## src/hw/fsmh_params.svh

```systemverilog
`ifndef FSMH_PARAMS_SVH
`define FSMH_PARAMS_SVH

// ----------------------------------------
// Object addresses (index, subindex)
// ----------------------------------------
`define FSMH_IDX_PRIM_WORD 16'h2601
`define FSMH_IDX_SEC_WORD 16'h2602
`define FSMH_IDX_MASKS 16'h2605
`define FSMH_IDX_HIST 16'h2604
`define FSMH_SUB_WORD 8'h00
`define FSMH_SUB_PRIM_IGNORE 8'h01
`define FSMH_SUB_PRIM_STORE_ON 8'h02
`define FSMH_SUB_PRIM_STORE_OFF 8'h03
`define FSMH_SUB_SEC_IGNORE 8'h04
`define FSMH_SUB_SEC_STORE_ON 8'h05
`define FSMH_SUB_SEC_STORE_OFF 8'h06
`define FSMH_SUB_EXT_WORD 8'h07
`define FSMH_SUB_HIST_COUNT 8'h00

// ----------------------------------------
// Reset values
// ----------------------------------------
`define FSMH_RST_WORD 16'h0000
`define FSMH_RST_PRIM_IGNORE 16'hffff
`define FSMH_RST_PRIM_STORE_ON 16'hfbff
`define FSMH_RST_PRIM_STORE_OFF 16'h0000
`define FSMH_RST_SEC_IGNORE 16'hffff
`define FSMH_RST_SEC_STORE_ON 16'hf1ff
`define FSMH_RST_SEC_STORE_OFF 16'h003f

// ----------------------------------------
// Field positions
// ----------------------------------------
`define FSMH_P_SUMMARY 0
`define FSMH_P_ENC_COMM 3
`define FSMH_P_HEATSINK 4
`define FSMH_P_SHORT 7
`define FSMH_P_FOLLOW 9
`define FSMH_P_OVERFREQ 12
`define FSMH_P_ENC_ABSENT 14
`define FSMH_P_NV_SUM 15
`define FSMH_S_CUR_SENSOR 0
`define FSMH_S_WATCHDOG 1
`define FSMH_S_PERMIT 8
`define FSMH_S_POS_LIMIT 9
`define FSMH_S_NEG_LIMIT 10
`define FSMH_S_LINK_LOST 12
`define FSMH_E_PHASE_LOSS 3
`define FSMH_E_SVC_TIMEOUT 12

// ----------------------------------------
// Settings that arm gated faults
// ----------------------------------------
`define FSMH_LIMIT_MODE_FAULT 16'h0000
`define FSMH_LINK_MODE_FAULT 16'h0001

// ----------------------------------------
// Fault codes, bit 15 first
// ----------------------------------------
`define FSMH_PRIM_CODES {16'h6310, 16'h7331, 16'h4310, 16'h8a80, 16'h2350, 16'h5112, 16'h8611, 16'h7110, \
  16'h2320, 16'h3220, 16'h3210, 16'h4210, 16'h7330, 16'h7320, 16'h7331, 16'h0000}
`define FSMH_SEC_CODES {16'h7306, 16'h7382, 16'h8a81, 16'h8100, 16'h6012, 16'h5441, 16'h5442, 16'h5443, \
  16'h0000, 16'h0000, 16'h0000, 16'h6320, 16'h7400, 16'h6011, 16'h6010, 16'h5210}
`define FSMH_EXT_CODES {16'h0000, 16'h0000, 16'h0000, 16'h81ff, 16'h0000, 16'h0000, 16'h0000, 16'h0000, \
  16'h0000, 16'h0000, 16'h0000, 16'h2321, 16'h6321, 16'h7112, 16'h7111, 16'h5210}

`endif

```

## src/hw/fsmh_pkg.sv

```systemverilog
package fsmh_pkg;

  // Raw detector levels, one per fault bit position
  typedef struct packed {
    logic [15:0] prim;
    logic [15:0] sec;
    logic [15:0] ext;
  } fsmh_det_s;

  // Drive state and settings held elsewhere in the drive
  typedef struct packed {
    logic stage_en;
    logic stage_enabling;
    logic permit_cfg;
    logic permit_active;
    logic [15:0] limit_mode;
    logic [15:0] link_mode;
  } fsmh_ctl_s;

  // Operating snapshot taken with each history entry
  typedef struct packed {
    logic [15:0] bus_volt;
    logic [15:0] speed;
    logic [15:0] current;
    logic [15:0] temp;
    logic [7:0] op_mode;
    logic [7:0] switch_state;
  } fsmh_snap_s;

  typedef struct packed {
    logic [15:0] code;
    logic [15:0] prim;
    logic [15:0] sec;
    fsmh_snap_s snap;
  } fsmh_hist_s;

  typedef struct packed {
    logic req;
    logic wr;
    logic [15:0] index;
    logic [7:0] sub;
    logic [15:0] wdata;
  } fsmh_obj_req_s;

  typedef struct packed {
    logic ack;
    logic err;
    logic [15:0] rdata;
  } fsmh_obj_rsp_s;

endpackage

```

## src/hw/fsmh_top.sv

```systemverilog
`include "fsmh_params.svh"
`timescale 1ns/1ps
`default_nettype none

module fsmh_top #(
  parameter int HIST_DEPTH = 8
) (
  // Clock and reset
  input wire logic i_core_clk,
  input wire logic i_rst_n,
  // Fault detectors and drive state
  input wire fsmh_pkg::fsmh_det_s i_det,
  input wire fsmh_pkg::fsmh_ctl_s i_ctl,
  input wire fsmh_pkg::fsmh_snap_s i_snap,
  input wire logic i_fault_clear,
  // Parameter object port
  input wire fsmh_pkg::fsmh_obj_req_s i_obj,
  output var fsmh_pkg::fsmh_obj_rsp_s o_obj,
  // Fault state
  output logic [15:0] o_prim_word,
  output logic [15:0] o_sec_word,
  output logic [15:0] o_ext_word,
  output logic [15:0] o_fault_code,
  output logic o_fault_any,
  // History
  output var fsmh_pkg::fsmh_hist_s [HIST_DEPTH-1:0] o_hist,
  output logic [7:0] o_hist_count
);
  import fsmh_pkg::*;

  localparam logic [255:0] PRIM_CODES = `FSMH_PRIM_CODES;
  localparam logic [255:0] SEC_CODES = `FSMH_SEC_CODES;
  localparam logic [255:0] EXT_CODES = `FSMH_EXT_CODES;

  // ----------------------------------------
  // Mask registers
  // ----------------------------------------
  logic [15:0] pign_ff;
  logic [15:0] pon_ff;
  logic [15:0] poff_ff;
  logic [15:0] sign_ff;
  logic [15:0] son_ff;
  logic [15:0] soff_ff;
  logic wr_mask;

  assign wr_mask = i_obj.req && i_obj.wr && (i_obj.index == `FSMH_IDX_MASKS);

  always_ff @(posedge i_core_clk or negedge i_rst_n) begin
    if (!i_rst_n) begin
      pign_ff <= `FSMH_RST_PRIM_IGNORE;
      pon_ff <= `FSMH_RST_PRIM_STORE_ON;
      poff_ff <= `FSMH_RST_PRIM_STORE_OFF;
      sign_ff <= `FSMH_RST_SEC_IGNORE;
      son_ff <= `FSMH_RST_SEC_STORE_ON;
      soff_ff <= `FSMH_RST_SEC_STORE_OFF;
    end else if (wr_mask) begin
      unique case (i_obj.sub)
        `FSMH_SUB_PRIM_IGNORE: pign_ff <= i_obj.wdata;
        `FSMH_SUB_PRIM_STORE_ON: pon_ff <= i_obj.wdata;
        `FSMH_SUB_PRIM_STORE_OFF: poff_ff <= i_obj.wdata;
        `FSMH_SUB_SEC_IGNORE: sign_ff <= i_obj.wdata;
        `FSMH_SUB_SEC_STORE_ON: son_ff <= i_obj.wdata;
        `FSMH_SUB_SEC_STORE_OFF: soff_ff <= i_obj.wdata;
        default: ;
      endcase
    end
  end

  // ----------------------------------------
  // Fault conditions
  // ----------------------------------------
  // Qualified conditions replace the raw detector bit and the summary bit starts clear; the rest map one to one.
  logic [15:0] prim_cond;
  logic [15:0] sec_cond;
  logic [15:0] ext_cond;

  always_comb begin
    prim_cond = i_det.prim;
    prim_cond[`FSMH_P_SUMMARY] = 1'b0;
    sec_cond = i_det.sec;
    sec_cond[`FSMH_S_PERMIT] = i_ctl.permit_cfg && !i_ctl.permit_active
      && (i_ctl.stage_en || i_ctl.stage_enabling);
    sec_cond[`FSMH_S_POS_LIMIT] = i_det.sec[`FSMH_S_POS_LIMIT]
      && (i_ctl.limit_mode == `FSMH_LIMIT_MODE_FAULT);
    sec_cond[`FSMH_S_NEG_LIMIT] = i_det.sec[`FSMH_S_NEG_LIMIT]
      && (i_ctl.limit_mode == `FSMH_LIMIT_MODE_FAULT);
    sec_cond[`FSMH_S_LINK_LOST] = i_det.sec[`FSMH_S_LINK_LOST]
      && (i_ctl.link_mode == `FSMH_LINK_MODE_FAULT);
    ext_cond = i_det.ext;
  end

  // ----------------------------------------
  // Fault words
  // ----------------------------------------
  // Faults latch until cleared; a fault still present during the clear sets again.
  logic [15:0] prim_ff;
  logic [15:0] sec_ff;
  logic [15:0] ext_ff;
  logic [15:0] nxt_prim;
  logic [15:0] nxt_sec;
  logic [15:0] nxt_ext;
  logic [15:0] new_prim;
  logic [15:0] new_sec;
  logic [15:0] new_ext;

  always_comb begin
    nxt_prim = ((prim_ff & ~{16{i_fault_clear}}) | (prim_cond & pign_ff)) & pign_ff;
    nxt_sec = ((sec_ff & ~{16{i_fault_clear}}) | (sec_cond & sign_ff)) & sign_ff;
    nxt_ext = (ext_ff & ~{16{i_fault_clear}}) | ext_cond;
    nxt_prim[`FSMH_P_SUMMARY] = |nxt_sec;
    new_prim = nxt_prim & ~prim_ff;
    new_prim[`FSMH_P_SUMMARY] = 1'b0;
    new_sec = nxt_sec & ~sec_ff;
    new_ext = nxt_ext & ~ext_ff;
  end

  always_ff @(posedge i_core_clk or negedge i_rst_n) begin
    if (!i_rst_n) begin
      prim_ff <= `FSMH_RST_WORD;
      sec_ff <= `FSMH_RST_WORD;
      ext_ff <= `FSMH_RST_WORD;
    end else begin
      prim_ff <= nxt_prim;
      sec_ff <= nxt_sec;
      ext_ff <= nxt_ext;
    end
  end

  // ----------------------------------------
  // Code of the newest fault
  // ----------------------------------------
  // Several faults in one cycle report the lowest bit, primary before secondary.
  function automatic logic [15:0] first_code(input logic [15:0] bits, input logic [255:0] table_v);
    logic [15:0] code;
    code = 16'h0000;
    for (int b = 15; b >= 0; b--) begin
      if (bits[b]) begin
        code = table_v[b*16 +: 16];
      end
    end
    return code;
  endfunction

  logic [15:0] code_ff;
  logic [15:0] nxt_code;

  always_comb begin
    if (|new_prim) begin
      nxt_code = first_code(new_prim, PRIM_CODES);
    end else if (|new_sec) begin
      nxt_code = first_code(new_sec, SEC_CODES);
    end else if (|new_ext) begin
      nxt_code = first_code(new_ext, EXT_CODES);
    end else begin
      nxt_code = code_ff;
    end
  end

  always_ff @(posedge i_core_clk or negedge i_rst_n) begin
    if (!i_rst_n) begin
      code_ff <= `FSMH_RST_WORD;
    end else begin
      code_ff <= nxt_code;
    end
  end

  // ----------------------------------------
  // History
  // ----------------------------------------
  // Extension faults never reach the history; only the two masked words are stored.
  logic [15:0] pstore;
  logic [15:0] sstore;
  logic [15:0] store_prim;
  logic [15:0] store_sec;
  logic hist_wr;
  logic [15:0] hist_code;
  fsmh_hist_s [HIST_DEPTH-1:0] hist_ff;
  logic [7:0] count_ff;

  always_comb begin
    pstore = i_ctl.stage_en ? pon_ff : poff_ff;
    sstore = i_ctl.stage_en ? son_ff : soff_ff;
    store_prim = new_prim & pstore;
    store_sec = new_sec & sstore;
    hist_wr = |{store_prim, store_sec};
    hist_code = (|store_prim) ? first_code(store_prim, PRIM_CODES) : first_code(store_sec, SEC_CODES);
  end

  // One entry per cycle at most; faults that arrive together share the entry.
  always_ff @(posedge i_core_clk or negedge i_rst_n) begin
    if (!i_rst_n) begin
      hist_ff[0] <= '0;
    end else if (hist_wr) begin
      hist_ff[0] <= '{code: hist_code, prim: nxt_prim, sec: nxt_sec, snap: i_snap};
    end
  end

  for (genvar g = 1; g < HIST_DEPTH; g++) begin : g_hist
    always_ff @(posedge i_core_clk or negedge i_rst_n) begin
      if (!i_rst_n) begin
        hist_ff[g] <= '0;
      end else if (hist_wr) begin
        hist_ff[g] <= hist_ff[g-1];
      end
    end
  end

  always_ff @(posedge i_core_clk or negedge i_rst_n) begin
    if (!i_rst_n) begin
      count_ff <= 8'h00;
    end else if (hist_wr && (count_ff < 8'(HIST_DEPTH))) begin
      count_ff <= count_ff + 8'h01;
    end
  end

  // ----------------------------------------
  // Object read port
  // ----------------------------------------
  // Answer is registered so rdata never glitches; back-to-back requests each get an answer.
  fsmh_obj_rsp_s rsp_ff;
  fsmh_obj_rsp_s nxt_rsp;

  always_comb begin
    nxt_rsp = '{ack: i_obj.req, err: 1'b0, rdata: 16'h0000};
    if (i_obj.req) begin
      if ((i_obj.index == `FSMH_IDX_PRIM_WORD) && (i_obj.sub == `FSMH_SUB_WORD)) begin
        nxt_rsp.rdata = prim_ff;
        nxt_rsp.err = i_obj.wr;
      end else if ((i_obj.index == `FSMH_IDX_SEC_WORD) && (i_obj.sub == `FSMH_SUB_WORD)) begin
        nxt_rsp.rdata = sec_ff;
        nxt_rsp.err = i_obj.wr;
      end else if ((i_obj.index == `FSMH_IDX_HIST) && (i_obj.sub == `FSMH_SUB_HIST_COUNT)) begin
        nxt_rsp.rdata = {8'h00, count_ff};
        nxt_rsp.err = i_obj.wr;
      end else if (i_obj.index == `FSMH_IDX_MASKS) begin
        unique case (i_obj.sub)
          `FSMH_SUB_PRIM_IGNORE: nxt_rsp.rdata = pign_ff;
          `FSMH_SUB_PRIM_STORE_ON: nxt_rsp.rdata = pon_ff;
          `FSMH_SUB_PRIM_STORE_OFF: nxt_rsp.rdata = poff_ff;
          `FSMH_SUB_SEC_IGNORE: nxt_rsp.rdata = sign_ff;
          `FSMH_SUB_SEC_STORE_ON: nxt_rsp.rdata = son_ff;
          `FSMH_SUB_SEC_STORE_OFF: nxt_rsp.rdata = soff_ff;
          `FSMH_SUB_EXT_WORD: begin
            nxt_rsp.rdata = ext_ff;
            nxt_rsp.err = i_obj.wr;
          end
          default: nxt_rsp.err = 1'b1;
        endcase
      end else begin
        nxt_rsp.err = 1'b1;
      end
    end
  end

  always_ff @(posedge i_core_clk or negedge i_rst_n) begin
    if (!i_rst_n) begin
      rsp_ff <= '0;
    end else begin
      rsp_ff <= nxt_rsp;
    end
  end

  assign o_obj = rsp_ff;
  assign o_prim_word = prim_ff;
  assign o_sec_word = sec_ff;
  assign o_ext_word = ext_ff;
  assign o_fault_code = code_ff;
  assign o_fault_any = |{prim_ff, ext_ff};
  assign o_hist = hist_ff;
  assign o_hist_count = count_ff;
endmodule

`default_nettype wire

```

## config.mk

```make
export PLATFORM = sky130hd
export DESIGN_NAME = fsmh_top
export DESIGN_NICKNAME = d
export VERILOG_FILES = /design/src/hw/fsmh_pkg.sv /design/src/hw/fsmh_top.sv
export VERILOG_INCLUDE_DIRS = /design/src /design/src/hw
export SDC_FILE = /design/constraint.sdc
export NUM_CORES = 2
export LEC_CHECK = 0
export BUFFER_PORTS_ARGS = -buffer_cell sky130_fd_sc_hd__buf_2
export CAP_MARGIN = 20
export CORE_AREA = 10 10 507 509
export DETAILED_ROUTE_END_ITERATION = 6
export DIE_AREA = 0 0 517 519
export SLEW_MARGIN = 20
export SYNTH_ARGS = -nofsm -noshare
export SYNTH_HDL_FRONTEND = slang
export SYNTH_SLANG_ARGS = --single-unit
```

## constraint.sdc

```tcl
create_clock -name i_core_clk -period 3.1 [get_ports i_core_clk]
set_clock_uncertainty 0.15 [all_clocks]
set_input_delay 0.465 -clock i_core_clk [delete_from_list [all_inputs] [get_ports i_core_clk]]
set_output_delay 0.465 -clock i_core_clk [all_outputs]
set_load 0.1 [all_outputs]
```

**Word-level counts from Yosys, hierarchy flattened**

Index checks and enable logic that the tools add are counted.

- Latch bits: 0
- Memory bits (writable): 0
- Bits in read-only memories: 0
- Memories kept: 0
- Output and inout port bits: 1,115
- Word-level logic and storage cells: 239
- Register bits after elaboration: 1,210

- $lt $le $gt $ge: 1
- Add/subtract/negate cells: 1
- $mul: 0
- Bitwise gates (word level): 19
- Shift operators: 0
- Divide/modulo/power cells: 0
- Mux-type cells: 90
- Reduce and logical (&&, ||, !) cells: 30
- Equal/unequal tests: 12

Operators by type and width:

| kind | number |
|---|---|
| 16-bit two-way mux | 79 |
| 16-bit AND | 12 |
| 16-bit one-hot mux with 7 select lines | 1 |
| 17-bit two-way mux | 4 |
| 16-bit by 14-bit equality test with 1-bit output, second input constant | 4 |
| 16-bit NOT | 4 |
| 16-bit OR reduction | 4 |
| 32-bit OR reduction | 2 |
| 15-bit two-way mux | 4 |
| 16-bit bitwise OR | 3 |
| 8-bit by 3-bit equality test with 1-bit output, second input constant | 4 |
| 16-bit by 1-bit equality test with 1-bit output, second input constant | 1 |
| 8-bit by 2-bit equality test with 1-bit output, second input constant | 2 |
| 16-bit logical NOT | 1 |
| 15-bit OR reduction | 1 |
| 2-bit AND reduction | 6 |
| 1-bit logical AND | 11 |
| 8-bit by 1-bit adder with 8-bit output, second input constant | 1 |
| 8-bit by 1-bit equality test with 1-bit output, second input constant | 1 |
| 8-bit logical NOT | 1 |
| 8-bit by 4-bit < comparator with 1-bit output, second input constant | 1 |
| 6-bit OR reduction | 1 |
| 3-bit nonzero test | 1 |
| 1-bit one-hot mux with 2 select lines | 1 |
| 3 further kinds | 3 |

**Logic depth before layout (Yosys ltp)**

- Depth in word-level cells: 26
- Gate-level depth with buffers: 14
- Gate-level depth less buffers: 7

**Worst setup path before layout**

Ideal clock, no wire load.

- Path type: register to register
- Start: register sec_ff[13] (netlist: o_sec_word[13])
- End: register code_ff[9] (netlist: o_fault_code[9])
- Cell stages (with the launch flop): 10
- Arrival time: 3.256 ns
- Data required time: 2.815 ns
- Path buffers: 2
- Path slack: -0.440 ns
- Path through: dfrtp_1 -> and3b_1 -> clkbuf_1 -> or3_1 -> a21oi_1 -> nand4_1 -> nor4_2 -> buf_2 -> mux2i_1 -> o31ai_1

- Word-level cells in the longest chain between the ends: 20
- Elaborated cells between the ends (all ways): 23
- Those cells by class: mux (16); bitwise (5); reduce/logical (2)

RTL lines:

| element | RTL line | text |
|---|---|---|
| start, declared | fsmh_top.sv:97 | `logic [15:0] sec_ff;` |
| start signal, assigned | fsmh_top.sv:120 | `` sec_ff <= `FSMH_RST_WORD; `` |
| start signal, assigned | fsmh_top.sv:124 | `sec_ff <= nxt_sec;` |
| 16-bit AND | fsmh_top.sv:108 | `nxt_sec = ((sec_ff & ~{16{i_fault_clear}}) \| (sec_cond & sign_ff)) & sign_ff;` |
| 16-bit bitwise OR | fsmh_top.sv:108 |  |
| 16-bit AND | fsmh_top.sv:108 |  |
| 16-bit AND (*) | fsmh_top.sv:113 | `new_sec = nxt_sec & ~sec_ff;` |
| 16-bit two-way mux (14 in a row) | fsmh_top.sv:137 | `if (bits[b]) begin` |
| 16-bit two-way mux | fsmh_top.sv:150 | `end else if (\|new_sec) begin` |
| 16-bit two-way mux | fsmh_top.sv:148 | `if (\|new_prim) begin` |
| end signal, assigned | fsmh_top.sv:161 | `` code_ff <= `FSMH_RST_WORD; `` |
| end signal, assigned | fsmh_top.sv:163 | `code_ff <= nxt_code;` |
| end, declared | fsmh_top.sv:144 | `logic [15:0] code_ff;` |

Mark *: on every way between the ends. The rest lies on a longest branch, timed or not.
A chain may end at the register's enable or synchronous reset.

**Worst setup path after layout**

- Start: register son_ff[3]
- End: register hist_ff, in the netlist o_hist[323]

- Word-level cells in the longest chain between the ends: 3

RTL lines:

| element | RTL line | text |
|---|---|---|
| start, declared | fsmh_top.sv:42 | `logic [15:0] son_ff;` |
| start signal, assigned | fsmh_top.sv:54 | `` son_ff <= `FSMH_RST_SEC_STORE_ON; `` |
| start signal, assigned | fsmh_top.sv:62 | `` `FSMH_SUB_SEC_STORE_ON: son_ff <= i_obj.wdata; `` |
| 16-bit two-way mux | fsmh_top.sv:182 | `sstore = i_ctl.stage_en ? son_ff : soff_ff;` |
| 16-bit AND | fsmh_top.sv:184 | `store_sec = new_sec & sstore;` |
| 32-bit OR reduction | fsmh_top.sv:185 | `hist_wr = \|{store_prim, store_sec};` |
| end signal, assigned by index | fsmh_top.sv:203 | `hist_ff[g] <= hist_ff[g-1];` |
| end, declared | fsmh_top.sv:177 | `fsmh_hist_s [HIST_DEPTH-1:0] hist_ff;` |

No other way between the ends.

==> flow_results.org <==
** Status
- Status :: finished with violations
- Violations in the final reports :: setup timing

** Yosys
- Distinct cells, synth :: 75
- The commonest cells after synthesis are 2992 x nand2_1, 1136 x dfrtp_1, 137 x buf_2.
- Count leader, synth :: nand2_1
- Summing the sequential cell areas from Yosys gives 62.3% of the chip area.
- Number of synthesized register bits :: 1202
- Async set-or-reset flop fraction in the synthesized netlist :: 100%
- Largest cells by area after synthesis :: dfrtp_1 59%, nand2_1 23%, dfstp_2 3.6%
- The synthesized design contains 0 enable-type register cells.
- Area of the mapped netlist :: 0.0484 mm²
- Gate Count Post-Synth :: 5252
- Top cell type by total area after synthesis :: dfrtp_1
- Of the post-synthesis cell area, the dominant cell type holds 58.7%.
- Main synth FF type :: dfrtp_1
- The Yosys step of the flow raised 0 warnings.
- Post-Synthesis Mean Instance Area :: 9.22 µm²

** Worst hold path
- Path type of the worst min-delay path :: primary input to async pin

** Pwr
- Comb power frac :: 34.6%
- The clock network burns 30.8% of the power.
- Lkg Pwr :: 38.5 nW
- Internal power summed over all cells :: 0.0299 W
- Total power for the finished layout comes to 0.0567 W.
- Peak VDD IR :: 0.511 mV
- For this design the ratio of total power to cell area is 823 mW/mm².
- Summed over all nets, the switching power comes to 0.0268 W.
- Switch share :: 47.3%
- Sequential group share of total power :: 34.6%

** Worst setup path
- In this design, the critical path's most frequently occurring cell is nand2_1.
- Required time of the critical path :: 3.62 ns
- Buffering stage count on the worst path with inverters included :: 2
- The worst setup path is of the flop to flop kind.
- STA classifies the critical path startpoint as a flop.
- Slowest CP cell :: or4_4
- In this run the worst path has a maximum fanout of 23.
- Worst setup EP type :: flop
- Worst path max stage delay :: 0.51 ns
- Startpoint of the worst-slack reg-to-reg timing path :: son_ff[3]
- The kind of cell with the highest combined delay along the critical path is simple AND/OR/NAND/NOR gates.
- At the worst endpoint, the arrival time is 3.64 ns.
- Crit. Startpoint :: son_ff[3]
- Critical Path, Cell by Cell :: mux2_1 > and2_4 > nor3b_4 > o2111ai_2 > or4_4 > buf_16 > buf_6 > nand2_1 > nand2_1

** Timing
- Timing-limited maximum frequency :: 0.320 GHz
- Number of endpoints failing setup at the final stage :: 1
- Final min period :: 3.12 ns
- Final Hold Slack :: 0.00734 ns
- After layout, the worst path uses 101% of the clock period.
- In this run the tightest slew margin relative to its limit is 39.8%.
- Max-slew violation count :: 0
- After layout, the worst setup slack is -0.0243 ns.
- The number of hold violations in the final report was 0.
- Setup repair after global routing could not meet its margin everywhere.
- Worst-Margin Slew :: 0.901 ns

** Global route
- Pin count of the biggest net entering global routing :: 116
- Grt total ovfl :: 0
- Wire length of the first global-routing pass :: 381000 µm
- All-layer global routing usage :: 20.0%
- The via count of the first global-routing pass was 44300.
- Initial antenna violation count :: 35

** Job
- Max-cap violations in this run came to 0.

** Cells and area
- Share of final-layout standard cells stronger than drive strength 1 :: 31.3%
- Measured on the finished design, the core utilization comes to 27.9%.
- Area added between synthesis and finish :: 42.2%
- Net count reported at finish :: 7196
- Non-Filler Cell Area, Final :: 0.0689 mm²
- Reg area :: 0.0302 mm²
- The filler cells instantiated in the layout total 26300.
- Final Non-Filler Cells :: 10300
- Multi-input logic area :: 0.0172 mm²

** Place
- Number of cells in the design after placement :: 9891
- Port buffer count :: 1313
- Once detailed placement completed, the half-perimeter wirelength came to 232000 µm.
- Post-place instance area :: 0.0614 mm²
- Routability-driven placement finished with a final weighted congestion of 0.986.

** Clock network
- For this design, the sink count on the clock tree is 1202.
- Source-to-sink clock delay at the later pin of the worst-skew pair :: 0.83 ns
- Maximum buffer depth of the clock tree :: 3
- CTS root buffer :: clkbuf_16
- Clock-pin slew was measured on the worst setup and hold paths at 0.06 ns.
- In this run the number of H-tree levels came out at 4.
- Num CTS Buffers :: 143
- CTS tree :: yes

** Die
- In this run the core area contains 183 standard-cell rows.
- Die width :: 517 µm
- Once the floorplan was initialized, standard cells occupied 19.6% of the core.
- Full die area :: 0.268 mm²
- The die is 519 µm tall.
- 1324 I/O pins were placed.
- Core region area :: 0.247 mm²

** Routing
- Using the TritonRoute via totals, the vias-per-cell ratio works out to 4.49.
- Average routed wire per standard cell :: 27.6 µm
- Antenna Nets Post-Route :: 0
- After the first detailed-routing iteration, the DRC count stood at 5016.
- Number of detailed-route iterations in the first pass :: 6
- Number of remaining DRC errors :: 0
- The final layout contains routed wiring with a total length of 286000 µm.
- Via Count :: 46500
final timing paths:
path                              endpoint  slack (ns)  depth (start not counted)
max in group asynchronous      o_hist[114]        1.46                          4
hold reg to reg            o_hist_count[5]        0.27                          0
hold / removal                 o_hist[951]       0.007                          2
setup / recovery               o_hist[323]       -0.02                          9
min in group i_core_clk     o_sec_word[15]        0.09                          4
setup reg to reg               o_hist[323]       -0.02                          9
per-layer routing:
layer / vias to the layer above / global-route usage, % / part of all wire (%)
met5: - / 0 / 0.020
met4: 10 / 8.98 / 5.2
met3: 432 / 5.51 / 9.4
met2: 2329 / 29.5 / 42
met1: 23500 / 27.2 / 43
li1: 20200 / - / -
power groups by stage:
| stage | Combinational, W | Clock (W) | Sequential [W] |
|---|---|---|---|
| 6_report | 0.0196 | 0.0175 | 0.0196 |
| 5_1_grt | 0.0202 | 0.0185 | 0.0198 |
| 4_1_cts | 0.0196 | 0.0179 | 0.0195 |
| 3_5_place_dp | 0.0194 | 0 | 0.0198 |
| 3_3_place_gp | 0.0193 | 0 | 0.0197 |
| 2_1_floorplan | 0.00189 | 0 | 0.0316 |
metrics by stage:
| stage | worst slack, ns | setup TNS, ns |
|---|---|---|
| finish | -0.0243 | -0.0243 |
| global route | -0.0522 | -0.981 |
| CTS | -0.0263 | -0.0263 |
| detailed placement | -0.635 | -525.50 |
| global placement | -0.585 | -463.69 |
| floorplan | 0.00215 | 0 |
repair_timing:
action | in CTS | in global routing
hold buffers | 146 | 0
gates resized for setup | 29 | 62
buffers inserted | 10 | 10
cloned | 5 | 16
setup endpoints to repair | 35 | 889
endpoints found under the hold margin | 637 | 0
pin swaps | 5 | 7
cell type report:
class                           count  share of cell area (%)
Antenna cell                        9                  0.0327
Inverter                           25                   0.136
Tap cell                         3237                    5.88
Clock buffer                      201                    5.89
Timing Repair Buffer             1854                    18.0
Multi-Input combinational cell   3760                    25.0
Clock inverter                     52                    1.17
Sequential cell                  1202                    43.9
cell families after synthesis:
kind of cell / synth area share [%]
AND/OR/NAND/NOR: 26.9
flip-flops: 62.3
buffers and inverters: 2.80
AO/OA/AOI/OAI: 4.25
multiplexers: 3.67
XOR/XNOR: 0.0362
adder cells (fa/ha/maj): 0.0258
other: 0.00774
registers in the layout (all words and copies together) (netlist names):
signal,flops
poff_ff,16
soff_ff,16
o_obj,18
pon_ff,16
son_ff,16
o_fault_code,16
o_prim_word,16
pign_ff,16
sign_ff,16
o_ext_word,16
o_hist,1016
o_sec_word,16
o_hist_count,8
layout by cell type (no fill, tap or decap), drive strengths merged, types with 33 or more instances in the layout:
master       Yosys  layout
o21ai           48      48
dfrtp         1136    1136
clkbuf         119     217
nand2         2992    2992
buf            153    1689
nor2b           44      44
dlygate4sd3      0     146
mux2           130     130
dfstp           66      66
nor2            75      75
a21oi           59      59
clkinv           0      33
Note: power is estimated with default switching activity, not from simulation.
